`src/logic/ulsr_cfg.svh`:
```
// Constants of the UART mode block: counts, reset values, depths.
// Assumes inclusion by the serdes and top files of the block; definitions only.
`ifndef ULSR_CFG_SVH
`define ULSR_CFG_SVH

// ==========================================================
// Character framing
`define ULSR_DATA_BITS     8
`define ULSR_OS_COUNT      16
`define ULSR_OS_LAST       4'hF
`define ULSR_OS_MID        4'h7
`define ULSR_BIT_LAST      3'h7
`define ULSR_BITS_PER_CHAR 11

// ==========================================================
// Sleep entry: receive line idle for this many characters
`define ULSR_IDLE_CHARS    4
`define ULSR_IDLE_TICKS    10'(`ULSR_IDLE_CHARS * `ULSR_BITS_PER_CHAR * `ULSR_OS_COUNT)

// ==========================================================
// Buffering and reset values
`define ULSR_FIFO_DEPTH    4
`define ULSR_DIV_MIN       16'h0001
`define ULSR_RX_EN_RST     1'b1

`endif

```
`src/logic/ulsr_pkg.sv`:
```
// Types shared by the UART mode block.
// Assumes nothing beyond a SystemVerilog compiler.
package ulsr_pkg;

  // ==========================================================
  // Transmit and receive sequencer states, one-hot
  typedef enum logic [4:0] {
    TX_IDLE  = 5'h01,
    TX_START = 5'h02,
    TX_DATA  = 5'h04,
    TX_PAR   = 5'h08,
    TX_STOP  = 5'h10
  } ulsr_tx_state_t;

  typedef enum logic [4:0] {
    RX_IDLE  = 5'h01,
    RX_START = 5'h02,
    RX_DATA  = 5'h04,
    RX_PAR   = 5'h08,
    RX_STOP  = 5'h10
  } ulsr_rx_state_t;

endpackage

```
`src/logic/ulsr_fifo.sv`:
```
// Small synchronous FIFO with valid/ready on both sides.
// Assumes one clock and a synchronous active-high reset.
`timescale 1ns/10ps
module ulsr_fifo import ulsr_pkg::*; #(
  parameter int WIDTH = 9,
  parameter int DEPTH = 4
) (
  input  wire logic             core_clk,
  input  wire logic             sys_rst,
  input  wire logic             in_valid,
  output logic                  in_ready,
  input  wire logic [WIDTH-1:0] in_data,
  output logic                  out_valid,
  input  wire logic             out_ready,
  output logic      [WIDTH-1:0] out_data
);
  localparam int AW = $clog2(DEPTH);

  // ==========================================================
  // Elaboration check
  initial begin
    if (DEPTH < 2 || (DEPTH & (DEPTH - 1)) != 0 || WIDTH < 1) begin
      $error("ulsr_fifo: DEPTH must be a power of two >= 2");
    end
  end

  logic [WIDTH-1:0] mem [DEPTH];
  logic [AW:0]      wr_ptr_reg;
  logic [AW:0]      rd_ptr_reg;
  logic             push;
  logic             pop;

  // Extra pointer bit tells full from empty
  assign in_ready  = (wr_ptr_reg ^ rd_ptr_reg) != {1'b1, {AW{1'b0}}};
  assign out_valid = wr_ptr_reg != rd_ptr_reg;
  assign push      = in_valid && in_ready;
  assign pop       = out_valid && out_ready;
  assign out_data  = mem[rd_ptr_reg[AW-1:0]];

  // Storage
  always_ff @(posedge core_clk) begin
    if (push) begin
      mem[wr_ptr_reg[AW-1:0]] <= in_data;
    end
  end

  // Pointers
  always_ff @(posedge core_clk) begin
    if (sys_rst) begin
      wr_ptr_reg <= '0;
      rd_ptr_reg <= '0;
    end else begin
      if (push) wr_ptr_reg <= wr_ptr_reg + 1'b1;
      if (pop)  rd_ptr_reg <= rd_ptr_reg + 1'b1;
    end
  end
endmodule

```
`src/logic/ulsr_serdes.sv`:
```
// Serializer and deserializer for one character: start, 8 data,
// optional parity/address bit, one stop. Runs on a 16x tick.
// Assumes the tick is a one-cycle pulse from the baud divider.
`timescale 1ns/10ps
`include "ulsr_cfg.svh"
module ulsr_serdes import ulsr_pkg::*; (
  input  wire logic       core_clk,
  input  wire logic       sys_rst,
  input  wire logic       tick,
  input  wire logic       par_en,
  input  wire logic       load_valid,
  output logic            load_ready,
  input  wire logic [8:0] load_data,
  output logic            tx_out,
  output logic            tx_busy,
  input  wire logic       rx_in,
  output logic            rx_done,
  output logic      [7:0] rx_data,
  output logic            rx_par,
  output logic            rx_frame_err
);
  ulsr_tx_state_t tx_state_reg;
  ulsr_rx_state_t rx_state_reg;
  logic [3:0]     tx_os_reg;
  logic [2:0]     tx_bit_reg;
  logic [8:0]     tx_shift_reg;
  logic [3:0]     rx_os_reg;
  logic [2:0]     rx_bit_reg;
  logic           tx_last;
  logic           rx_last;

  assign load_ready = tx_state_reg == TX_IDLE;
  assign tx_busy    = tx_state_reg != TX_IDLE;
  assign tx_last    = tick && tx_os_reg == `ULSR_OS_LAST;
  assign rx_last    = tick && rx_os_reg == `ULSR_OS_LAST;

  // ==========================================================
  // Transmit sequencer
  always_ff @(posedge core_clk) begin
    if (sys_rst) begin
      tx_state_reg <= TX_IDLE;
      tx_os_reg    <= 4'h0;
      tx_bit_reg   <= 3'h0;
      tx_shift_reg <= 9'h000;
    end else begin
      if (tick) tx_os_reg <= tx_os_reg + 4'h1;
      case (tx_state_reg)
        TX_IDLE: if (load_valid) begin
          tx_shift_reg <= load_data;
          tx_os_reg    <= 4'h0;
          tx_state_reg <= TX_START;
        end
        TX_START: if (tx_last) begin
          tx_bit_reg   <= 3'h0;
          tx_state_reg <= TX_DATA;
        end
        TX_DATA: if (tx_last) begin
          tx_shift_reg <= {1'b0, tx_shift_reg[8:1]};
          tx_bit_reg   <= tx_bit_reg + 3'h1;
          if (tx_bit_reg == `ULSR_BIT_LAST) tx_state_reg <= par_en ? TX_PAR : TX_STOP;
        end
        TX_PAR:  if (tx_last) tx_state_reg <= TX_STOP;
        TX_STOP: if (tx_last) tx_state_reg <= TX_IDLE;
        default: tx_state_reg <= TX_IDLE;
      endcase
    end
  end

  // Line level registered so the pin never glitches
  always_ff @(posedge core_clk) begin
    if (sys_rst) begin
      tx_out <= 1'b1;
    end else begin
      case (tx_state_reg)
        TX_START: tx_out <= 1'b0;
        TX_DATA:  tx_out <= tx_shift_reg[0];
        TX_PAR:   tx_out <= tx_shift_reg[0];
        default:  tx_out <= 1'b1;
      endcase
    end
  end

  // ==========================================================
  // Receive sequencer, samples at bit centres
  always_ff @(posedge core_clk) begin
    if (sys_rst) begin
      rx_state_reg <= RX_IDLE;
      rx_os_reg    <= 4'h0;
      rx_bit_reg   <= 3'h0;
      rx_data      <= 8'h00;
      rx_par       <= 1'b0;
      rx_frame_err <= 1'b0;
      rx_done      <= 1'b0;
    end else begin
      rx_done <= 1'b0;
      if (tick) rx_os_reg <= rx_os_reg + 4'h1;
      case (rx_state_reg)
        RX_IDLE: if (tick && !rx_in) begin
          rx_os_reg    <= 4'h0;
          rx_state_reg <= RX_START;
        end
        RX_START: if (tick && rx_os_reg == `ULSR_OS_MID) begin
          // A short low pulse is noise, not a start bit
          rx_os_reg    <= 4'h0;
          rx_bit_reg   <= 3'h0;
          rx_state_reg <= rx_in ? RX_IDLE : RX_DATA;
        end
        RX_DATA: if (rx_last) begin
          rx_data    <= {rx_in, rx_data[7:1]};
          rx_bit_reg <= rx_bit_reg + 3'h1;
          if (rx_bit_reg == `ULSR_BIT_LAST) rx_state_reg <= par_en ? RX_PAR : RX_STOP;
        end
        RX_PAR: if (rx_last) begin
          rx_par       <= rx_in;
          rx_state_reg <= RX_STOP;
        end
        RX_STOP: if (rx_last) begin
          rx_frame_err <= !rx_in;
          rx_done      <= 1'b1;
          if (!par_en) rx_par <= 1'b0;
          rx_state_reg <= RX_IDLE;
        end
        default: rx_state_reg <= RX_IDLE;
      endcase
    end
  end
endmodule

```
`src/logic/ulsr_top.sv`:
```
// One UART channel's operating-mode logic: loopback, automatic
// sleep, low power, auto RS-485 direction and 9-bit multi-drop.
// Assumes all pins and config ports are synchronous to core_clk;
// modem pins are active low, request-to-send too unless rs485_invert is set in auto RS-485 mode.
`timescale 1ns/10ps
`include "ulsr_cfg.svh"
module ulsr_top import ulsr_pkg::*; (
  input  wire logic        core_clk,
  input  wire logic        sys_rst,
  // Host data path
  input  wire logic        tx_wr_valid,
  output logic             tx_wr_ready,
  input  wire logic [8:0]  tx_wr_data,
  output logic             rx_rd_valid,
  input  wire logic        rx_rd_ready,
  output logic      [7:0]  rx_rd_data,
  output logic             rx_rd_parity_err,
  output logic             rx_rd_frame_err,
  // Configuration bits
  input  wire logic [15:0] divisor,
  input  wire logic        parity_en,
  input  wire logic        mcr_dtr,
  input  wire logic        mcr_rts,
  input  wire logic        user_output_one,
  input  wire logic        user_output_two,
  input  wire logic        loopback_en,
  input  wire logic        enh_func_en,
  input  wire logic        special_char_en,
  input  wire logic        sleep_en_own,
  input  wire logic        sleep_en_other,
  input  wire logic        sleep_ignore_rx,
  input  wire logic        hw_flow_en,
  input  wire logic        hw_flow_rts,
  input  wire logic        auto_rs485_en,
  input  wire logic        rs485_invert,
  input  wire logic        nine_bit_en,
  input  wire logic [7:0]  second_stop_char_reg,
  input  wire logic        rx_enable_set,
  input  wire logic        rx_enable_clr,
  input  wire logic        irq_pending,
  // Status
  output logic             rx_enabled,
  output logic             asleep,
  output logic             low_power_active,
  output logic      [3:0]  modem_status,
  output logic             modem_change,
  output logic             line_status_event,
  output logic             rx_overrun_event,
  output logic             irq_out,
  output logic             irq_oe,
  // Serial and modem pins
  input  wire logic        low_power_pin,
  input  wire logic        serial_receive_pins,
  output logic             serial_transmit_pin,
  input  wire logic        cts_n_pin,
  input  wire logic        dsr_n_pin,
  input  wire logic        cd_n_pin,
  input  wire logic        ri_n_pin,
  output logic             request_to_send_pin,
  output logic             dtr_n_pin,
  output logic             user_output_one_n,
  output logic             user_output_two_n
);

  // ==========================================================
  // Declarations
  logic        low_power_reg;
  logic        asleep_reg;
  logic        asleep_next;
  logic        clk_run;
  logic [15:0] div_cnt_reg;
  logic [15:0] div_eff;
  logic        baud_tick_reg;
  logic [9:0]  idle_cnt_reg;
  logic        rx_idle;
  logic [3:0]  modem_pins_reg;
  logic [3:0]  modem_pins;
  logic        pin_change;
  logic        sleep_allowed;
  logic        entry_ok;
  logic        wake;
  logic        fifo_out_valid;
  logic        fifo_out_ready;
  logic [8:0]  fifo_out_data;
  logic        fifo_in_ready;
  logic        ser_load_ready;
  logic [8:0]  ser_load_data;
  logic        tx_serial;
  logic        tx_busy;
  logic        rx_line;
  logic        rx_done;
  logic [7:0]  rx_data;
  logic        rx_par;
  logic        rx_frame_err;
  logic        is_addr;
  logic        addr_match;
  logic        par_mismatch;
  logic        store;
  logic        store_pe;
  logic        lsi;
  logic        hw_rx_set;
  logic        hw_rx_clr;
  logic        rx_en_reg;
  logic        hold_valid_reg;
  logic        rts_active;

  // ==========================================================
  // Low power and clock run control
  // Pin is sampled once; everything but irq_oe gated by the registered level
  always_ff @(posedge core_clk) begin
    if (sys_rst) low_power_reg <= 1'b0;
    else         low_power_reg <= low_power_pin;
  end

  // Stopping the baud tick freezes every character sequencer
  assign clk_run          = !asleep_reg && !low_power_reg;
  assign low_power_active = low_power_reg;
  assign asleep           = asleep_reg;

  // ==========================================================
  // Baud divider, 16x tick
  // A zero divisor would never tick; treated as one
  assign div_eff = (divisor == 16'h0000) ? `ULSR_DIV_MIN : divisor;

  always_ff @(posedge core_clk) begin
    if (sys_rst) begin
      div_cnt_reg   <= 16'h0000;
      baud_tick_reg <= 1'b0;
    end else begin
      baud_tick_reg <= 1'b0;
      if (clk_run) begin
        if (div_cnt_reg >= div_eff - `ULSR_DIV_MIN) begin
          div_cnt_reg   <= 16'h0000;
          baud_tick_reg <= 1'b1;
        end else begin
          div_cnt_reg <= div_cnt_reg + 16'h0001;
        end
      end
    end
  end

  // ==========================================================
  // Modem inputs and loopback rerouting
  assign modem_pins = {~cd_n_pin, ~ri_n_pin, ~dsr_n_pin, ~cts_n_pin};
  assign pin_change = modem_pins != modem_pins_reg;

  always_ff @(posedge core_clk) begin
    if (sys_rst) modem_pins_reg <= 4'h0;
    else         modem_pins_reg <= modem_pins;
  end

  // Internal CD, RI, DSR, CTS come from the own outputs in loopback
  always_ff @(posedge core_clk) begin
    if (sys_rst) begin
      modem_status <= 4'h0;
      modem_change <= 1'b0;
    end else begin
      modem_change <= pin_change && !loopback_en;
      if (loopback_en) begin
        modem_status <= {user_output_two, user_output_one, mcr_dtr, mcr_rts};
      end else begin
        modem_status <= modem_pins;
      end
    end
  end

  // DTR and both user outputs go inactive while looped back; RTS is not forced
  always_ff @(posedge core_clk) begin
    if (sys_rst) begin
      dtr_n_pin         <= 1'b1;
      user_output_one_n <= 1'b1;
      user_output_two_n <= 1'b1;
    end else begin
      dtr_n_pin         <= loopback_en || !mcr_dtr;
      user_output_one_n <= loopback_en || !user_output_one;
      user_output_two_n <= loopback_en || !user_output_two;
    end
  end

  // Floated interrupt: host has to poll status in loopback
  // Pin read directly so the float lands with low_power_active
  always_ff @(posedge core_clk) begin
    if (sys_rst) begin
      irq_out <= 1'b0;
      irq_oe  <= 1'b0;
    end else begin
      irq_out <= irq_pending;
      irq_oe  <= !loopback_en && !low_power_pin;
    end
  end

  // ==========================================================
  // Transmit path: FIFO then serializer
  assign tx_wr_ready = fifo_in_ready && !low_power_reg;

  ulsr_fifo #(
    .WIDTH (9),
    .DEPTH (`ULSR_FIFO_DEPTH)
  ) u_tx_fifo (
    .core_clk  (core_clk),
    .sys_rst   (sys_rst),
    .in_valid  (tx_wr_valid && !low_power_reg),
    .in_ready  (fifo_in_ready),
    .in_data   (tx_wr_data),
    .out_valid (fifo_out_valid),
    .out_ready (fifo_out_ready),
    .out_data  (fifo_out_data)
  );

  // Serializer only takes a word while clocks run
  assign fifo_out_ready = ser_load_ready && clk_run;
  // Bit 8 is the address flag in 9-bit mode, else even parity
  assign ser_load_data  = {nine_bit_en ? fifo_out_data[8] : ^fifo_out_data[7:0],
                           fifo_out_data[7:0]};

  // Loopback joins the real serializer to the real receiver
  assign rx_line = loopback_en ? tx_serial : serial_receive_pins;

  ulsr_serdes u_serdes (
    .core_clk     (core_clk),
    .sys_rst      (sys_rst),
    .tick         (baud_tick_reg),
    .par_en       (parity_en || nine_bit_en),
    .load_valid   (fifo_out_valid && clk_run),
    .load_ready   (ser_load_ready),
    .load_data    (ser_load_data),
    .tx_out       (tx_serial),
    .tx_busy      (tx_busy),
    .rx_in        (rx_line),
    .rx_done      (rx_done),
    .rx_data      (rx_data),
    .rx_par       (rx_par),
    .rx_frame_err (rx_frame_err)
  );

  // Pin held at idle mark while looped back
  always_ff @(posedge core_clk) begin
    if (sys_rst) serial_transmit_pin <= 1'b1;
    else         serial_transmit_pin <= loopback_en || tx_serial;
  end

  // ==========================================================
  // Request-to-send pin
  // Active from the FIFO write until the stop bit has gone out
  assign rts_active = fifo_out_valid || tx_busy;

  always_ff @(posedge core_clk) begin
    if (sys_rst) begin
      request_to_send_pin <= 1'b1;
    end else if (auto_rs485_en) begin
      request_to_send_pin <= rs485_invert ? rts_active : !rts_active;
    end else if (hw_flow_en) begin
      request_to_send_pin <= !hw_flow_rts;
    end else begin
      request_to_send_pin <= !mcr_rts;
    end
  end

  // ==========================================================
  // Receive acceptance and multi-drop decisions
  assign is_addr      = nine_bit_en && rx_par;
  assign addr_match   = rx_data == second_stop_char_reg;
  assign par_mismatch = parity_en && (rx_par != ^rx_data);

  always_comb begin
    store     = 1'b0;
    store_pe  = 1'b0;
    lsi       = 1'b0;
    hw_rx_set = 1'b0;
    hw_rx_clr = 1'b0;
    if (!nine_bit_en) begin
      store    = rx_en_reg;
      store_pe = par_mismatch;
      lsi      = rx_en_reg && (par_mismatch || rx_frame_err);
    end else if (special_char_en) begin
      if (is_addr && addr_match) begin
        store     = 1'b1;
        store_pe  = rx_par;
        lsi       = 1'b1;
        hw_rx_set = 1'b1;
      end else if (is_addr) begin
        hw_rx_clr = 1'b1;
      end else begin
        store = rx_en_reg;
      end
    end else begin
      // Address flagged as parity error whatever the enable
      if (is_addr) begin
        store    = 1'b1;
        store_pe = 1'b1;
        lsi      = 1'b1;
      end else begin
        store = rx_en_reg;
      end
    end
  end

  // Hardware enable beats host clear in the same cycle
  always_ff @(posedge core_clk) begin
    if (sys_rst) begin
      rx_en_reg <= `ULSR_RX_EN_RST;
    end else if ((rx_done && hw_rx_set) || rx_enable_set) begin
      rx_en_reg <= 1'b1;
    end else if ((rx_done && hw_rx_clr) || rx_enable_clr) begin
      rx_en_reg <= 1'b0;
    end
  end

  assign rx_enabled = rx_en_reg;

  // Single holding word; a new character while full is lost
  always_ff @(posedge core_clk) begin
    if (sys_rst) begin
      hold_valid_reg    <= 1'b0;
      rx_rd_data        <= 8'h00;
      rx_rd_parity_err  <= 1'b0;
      rx_rd_frame_err   <= 1'b0;
      line_status_event <= 1'b0;
      rx_overrun_event  <= 1'b0;
    end else begin
      line_status_event <= rx_done && lsi;
      rx_overrun_event  <= rx_done && store && hold_valid_reg && !(rx_rd_valid && rx_rd_ready);
      if (rx_done && store && (!hold_valid_reg || (rx_rd_valid && rx_rd_ready))) begin
        hold_valid_reg   <= 1'b1;
        rx_rd_data       <= rx_data;
        rx_rd_parity_err <= store_pe;
        rx_rd_frame_err  <= rx_frame_err;
      end else if (rx_rd_valid && rx_rd_ready) begin
        hold_valid_reg <= 1'b0;
      end
    end
  end

  assign rx_rd_valid = hold_valid_reg && !low_power_reg;

  // ==========================================================
  // Receive line idle timer for sleep entry
  always_ff @(posedge core_clk) begin
    if (sys_rst) begin
      idle_cnt_reg <= 10'h000;
    end else if (baud_tick_reg) begin
      if (!rx_line) idle_cnt_reg <= 10'h000;
      else if (idle_cnt_reg != `ULSR_IDLE_TICKS) idle_cnt_reg <= idle_cnt_reg + 10'h001;
    end
  end

  assign rx_idle = idle_cnt_reg == `ULSR_IDLE_TICKS;

  // ==========================================================
  // Automatic sleep
  assign sleep_allowed = enh_func_en && sleep_en_own && sleep_en_other;
  assign entry_ok = !pin_change && (rx_idle || sleep_ignore_rx) && !fifo_out_valid
                 && !tx_busy && !irq_pending && !hold_valid_reg;
  // Start bit seen as a low receive pin, so wake is immediate
  assign wake = !serial_receive_pins || tx_wr_valid || pin_change;

  always_comb begin
    if (!sleep_allowed) begin
      asleep_next = 1'b0;
    end else begin
      asleep_next = entry_ok && !wake;
    end
  end

  always_ff @(posedge core_clk) begin
    if (sys_rst) asleep_reg <= 1'b0;
    else         asleep_reg <= asleep_next;
  end

  // Divisor changes are the host's burden while asleep
  // and are simply taken when clocks run again.
endmodule

```
`config.mk`:
```
export PLATFORM = sky130hd
export DESIGN_NAME = ulsr_top
export DESIGN_NICKNAME = d
export VERILOG_FILES = /design/src/logic/ulsr_pkg.sv /design/src/logic/ulsr_fifo.sv /design/src/logic/ulsr_serdes.sv /design/src/logic/ulsr_top.sv
export VERILOG_INCLUDE_DIRS = /design/src /design/src/logic
export SDC_FILE = /design/constraint.sdc
export NUM_CORES = 1
export LEC_CHECK = 0
export BUFFER_PORTS_ARGS = -buffer_cell sky130_fd_sc_hd__buf_2
export CAP_MARGIN = 20
export CORE_ASPECT_RATIO = 1.5
export CORE_MARGIN = 10
export CORE_UTILIZATION = 45
export DETAILED_ROUTE_END_ITERATION = 16
export PLACE_DENSITY = 0.61
export RECOVER_POWER = 25
export SLEW_MARGIN = 40
export SYNTH_ARGS = -nofsm -noshare
export SYNTH_HDL_FRONTEND = slang
export SYNTH_HIERARCHICAL = 1
export SYNTH_SLANG_ARGS = --single-unit
```
`constraint.sdc`:
```
create_clock -name core_clk -period 8.2 [get_ports core_clk]
set_clock_uncertainty 0.05 [all_clocks]
set_input_delay 0.41 -clock core_clk [delete_from_list [all_inputs] [get_ports core_clk]]
set_output_delay 0.41 -clock core_clk [all_outputs]
set_load 0.02 [all_outputs]
```
==> results.cfg <==
[detailed_routing]
drt-met1-wl_um = 6910
drc = 0
drt_iter0_drc = 344
routedWlPerCell_um = 16.3
totalWireLength_um = 17200
post_drt_via_cell_ratio = 5.58
met3_wl_um = 677
wl_met2_um = 9270
antenna_left = 0
detail_route.first_pass.iterations = 4
top_layer_used = met4
dr_total_vias = 5883

[floorplanning]
die_h_um = 178
placementRows = 57
fp.dieW_um = 125
design.core.area_um2 = 16300
io_pins = 91
die_area_um2 = 22300
floorplan.initialDensity = 0.461

[timing]
slew-limit-headroom = -1.88
rsz0062_at_grt = false
worst_slack_ns = 3.60
setup_viol = 0
worst_slew_pin_tran_ns = 4.32
slew_viol_final = 96
max_freq_mhz = 218
min_period_ns = 4.60
timing_hold_violations_final = 0
period_utilization = 0.561
setup_tns_ns = 0

[synth]
synthesis.nets = 849
synth_enable_flop_cells = 36
syn_avg_cell_area_um2 = 9.91
synth_top_flop_cell = dfxtp_1
synth.cell_area_um2 = 7490
total_of_flip_flops_plus_latches_after_synthesis = 148
async_reset_ff_frac = 0
ys_seq_area_frac = 0.443
post_synth_num_cell_types = 75
synthesis.yosys.warnings = 6
post_synth_inst_count = 756

[worst_setup_path]
internal_reg_to_reg_setup_slack_ns = 5.48
critical_path.max_fanout = 95
critical_path_class = in2reg
stage_delay_of_the_slowest_cell_on_the_critical_path_ns = 3.00
path_cells = buf_2, clkbuf_1, inv_1, o21ai_1, nor2_1
timing.critical_path.slowest_stage_cell = clkbuf_1
cp.arrival_ns = 4.84
crit_required_ns = 8.45
critical_path.reg2reg.endpoint = u_serdes/tx_shift_reg[8]
worst_r2r_path_depth = 9
critPathLaunchType = primary input
setup.worst_path.end_class = register

[power_and_ir_drop]
power.clock.fraction = 0.382
seq_power_share = 0.425
switching_power_total_uw = 594
p_per_area_nw_per_um2 = 233
design_power_total_mw = 2.02
total_leakage_power_nw = 3.17
power_frac_comb = 0.193
vdd_drop_max_mv = 0.203
power.switching_fraction = 0.294
cell_internal_pwr_mw = 1.42

[clock_network]
cts_hold_buf = 0
cts_inserted_buffers = 17
cts.repair_timing.setup_buffer_count = 0
cts_root_buf = clkbuf_16
worst_skew_pair.late_latency_ns = 0.42
cts-resized-gates = 0
htree_levels = 4
cts_max_path_buffers = 2
cts_tree = built
clkSlewWorstSetupHoldPaths_ns = 0.07
numClockSinks = 148

[run]
cap_violations = 1

[placed_design]
dpl.hpwl_um = 12700
portBuffers = 90
finalWeightedCongestion = 0.874
pre_cts_ws_ns = 3.77
dp_cells = 1023
placed_area_um2 = 8080

[final_layout]
largest_reg_flops = 36
antenna_cells_inserted = 0
layout_overhead_on_the_synthesized_area_pct = 15.4
final_common_cell = dfxtp_1
drive_gt1_frac = 0.179
num-nets-final = 929
final_design_area_no_fill_um2 = 8650
fin_cells = 1055
commonest_cells_after_routing_fill_and_taps_aside = 112 x dfxtp_1, 81 x buf_2, 79 x nor2_1, 44 x xnor2_1, 42 x nand2_1

[global_routing]
track_usage = 0.154
globalRoute.totalOverflow = 0
via_count_of_the_first_global_routing_pass = 5948
initial_antenna_violation_count = 0
maximum_number_of_pins_on_one_net_before_global_route_repair = 96
grt_first_pass_wirelength_um = 28700

[min_path]
worstHoldStart = mcr_dtr
timing.hold.worst_endpoint = dtr_n_pin
timing.hold.worst.class = in2reg
worst_hold_path_cell_count = 2

[status]
violated_checks = max-capacitance violations, max-slew violations
run_status = finished with violations
## routing by layer
metal / global-route usage / up-vias
li1: - / 2930
met1: 0.169 / 2808
met2: 0.279 / 124
met3: 0.0327 / 21
met4: 0.0674 / 0
met5: 0 / -
## how the worst max path moves through the flow
stage / depth (start not counted) / to / slack (ns) / startpoint
after floorplan: 16 / div_cnt_reg[10] / 4.28 / divisor[8]
after global placement: 16 / div_cnt_reg[9] / 3.88 / divisor[8]
after detailed placement: 16 / div_cnt_reg[4] / 3.77 / divisor[8]
after CTS: 16 / div_cnt_reg[4] / 4.24 / divisor[8]
after global routing: 5 / u_serdes/rx_os_reg[1] / 3.12 / sys_rst
final: 5 / u_serdes/rx_os_reg[1] / 3.60 / sys_rst
## power groups by stage
stage	clock network (mW)	registers (mW)	logic, mW
2_1_floorplan	0	0.849	0.325
3_3_place_gp	0	0.870	0.386
3_5_place_dp	0	0.873	0.393
4_1_cts	0.790	0.857	0.395
5_1_grt	0.817	0.866	0.439
6_report	0.770	0.857	0.390
## area by class of cell
| type | count | area [um2] |
|---|---|---|
| sequential | 148 | 3320 |
| inverter | 18 | 67.6 |
| multi-input combinational | 558 | 3950 |
| clock buffer | 18 | 450 |
| timing repair buffer | 93 | 458 |
| clock inverter | 14 | 141 |
| fill | 1464 | 7610 |
| tap | 206 | 258 |
## logic make-up after synthesis
logic type / synth area share
compound gates: 0.133
xor+xnor: 0.0860
fa+ha+maj: 0.0518
buf+inv: 0.0309
flops: 0.443
mux: 0.0633
simple gates: 0.192
## per-stage QoR
step | hold slack [ns] | utilization
after global routing | 0.0849 | 0.532
final | 0.102 | 0.532
after detailed placement | 0.409 | 0.497
after global placement | 0.409 | 0.496
after CTS | 0.0794 | 0.533
after floorplan | 0.364 | -
## Yosys cell counts, types with 11 or more instances
| master | number | share of area |
|---|---|---|
| ha_1 | 31 | 0.052 |
| clkbuf_1 | 13 | 0.0065 |
| nor2_1 | 80 | 0.040 |
| dfxtp_1 | 112 | 0.30 |
| edfxtp_1 | 36 | 0.14 |
| a21oi_1 | 39 | 0.026 |
| buf_2 | 11 | 0.0073 |
| nand4_1 | 20 | 0.017 |
| nand2_1 | 42 | 0.021 |
| xor2_1 | 27 | 0.032 |
| nor2b_1 | 11 | 0.0092 |
| nand3_1 | 30 | 0.020 |
| a211oi_1 | 26 | 0.026 |
| o21ai_0 | 26 | 0.017 |
| xnor2_1 | 44 | 0.051 |
| inv_1 | 18 | 0.0090 |
| mux2i_1 | 26 | 0.035 |
| nor3_1 | 23 | 0.015 |
## critical path, delay by kind of cell
family	cells	cell delay (ns)
buffers and inverters	3	3.82
AO/OA/AOI/OAI	1	0.48
AND/OR/NAND/NOR	1	0.09
Note: power is estimated with default switching activity, not from simulation.
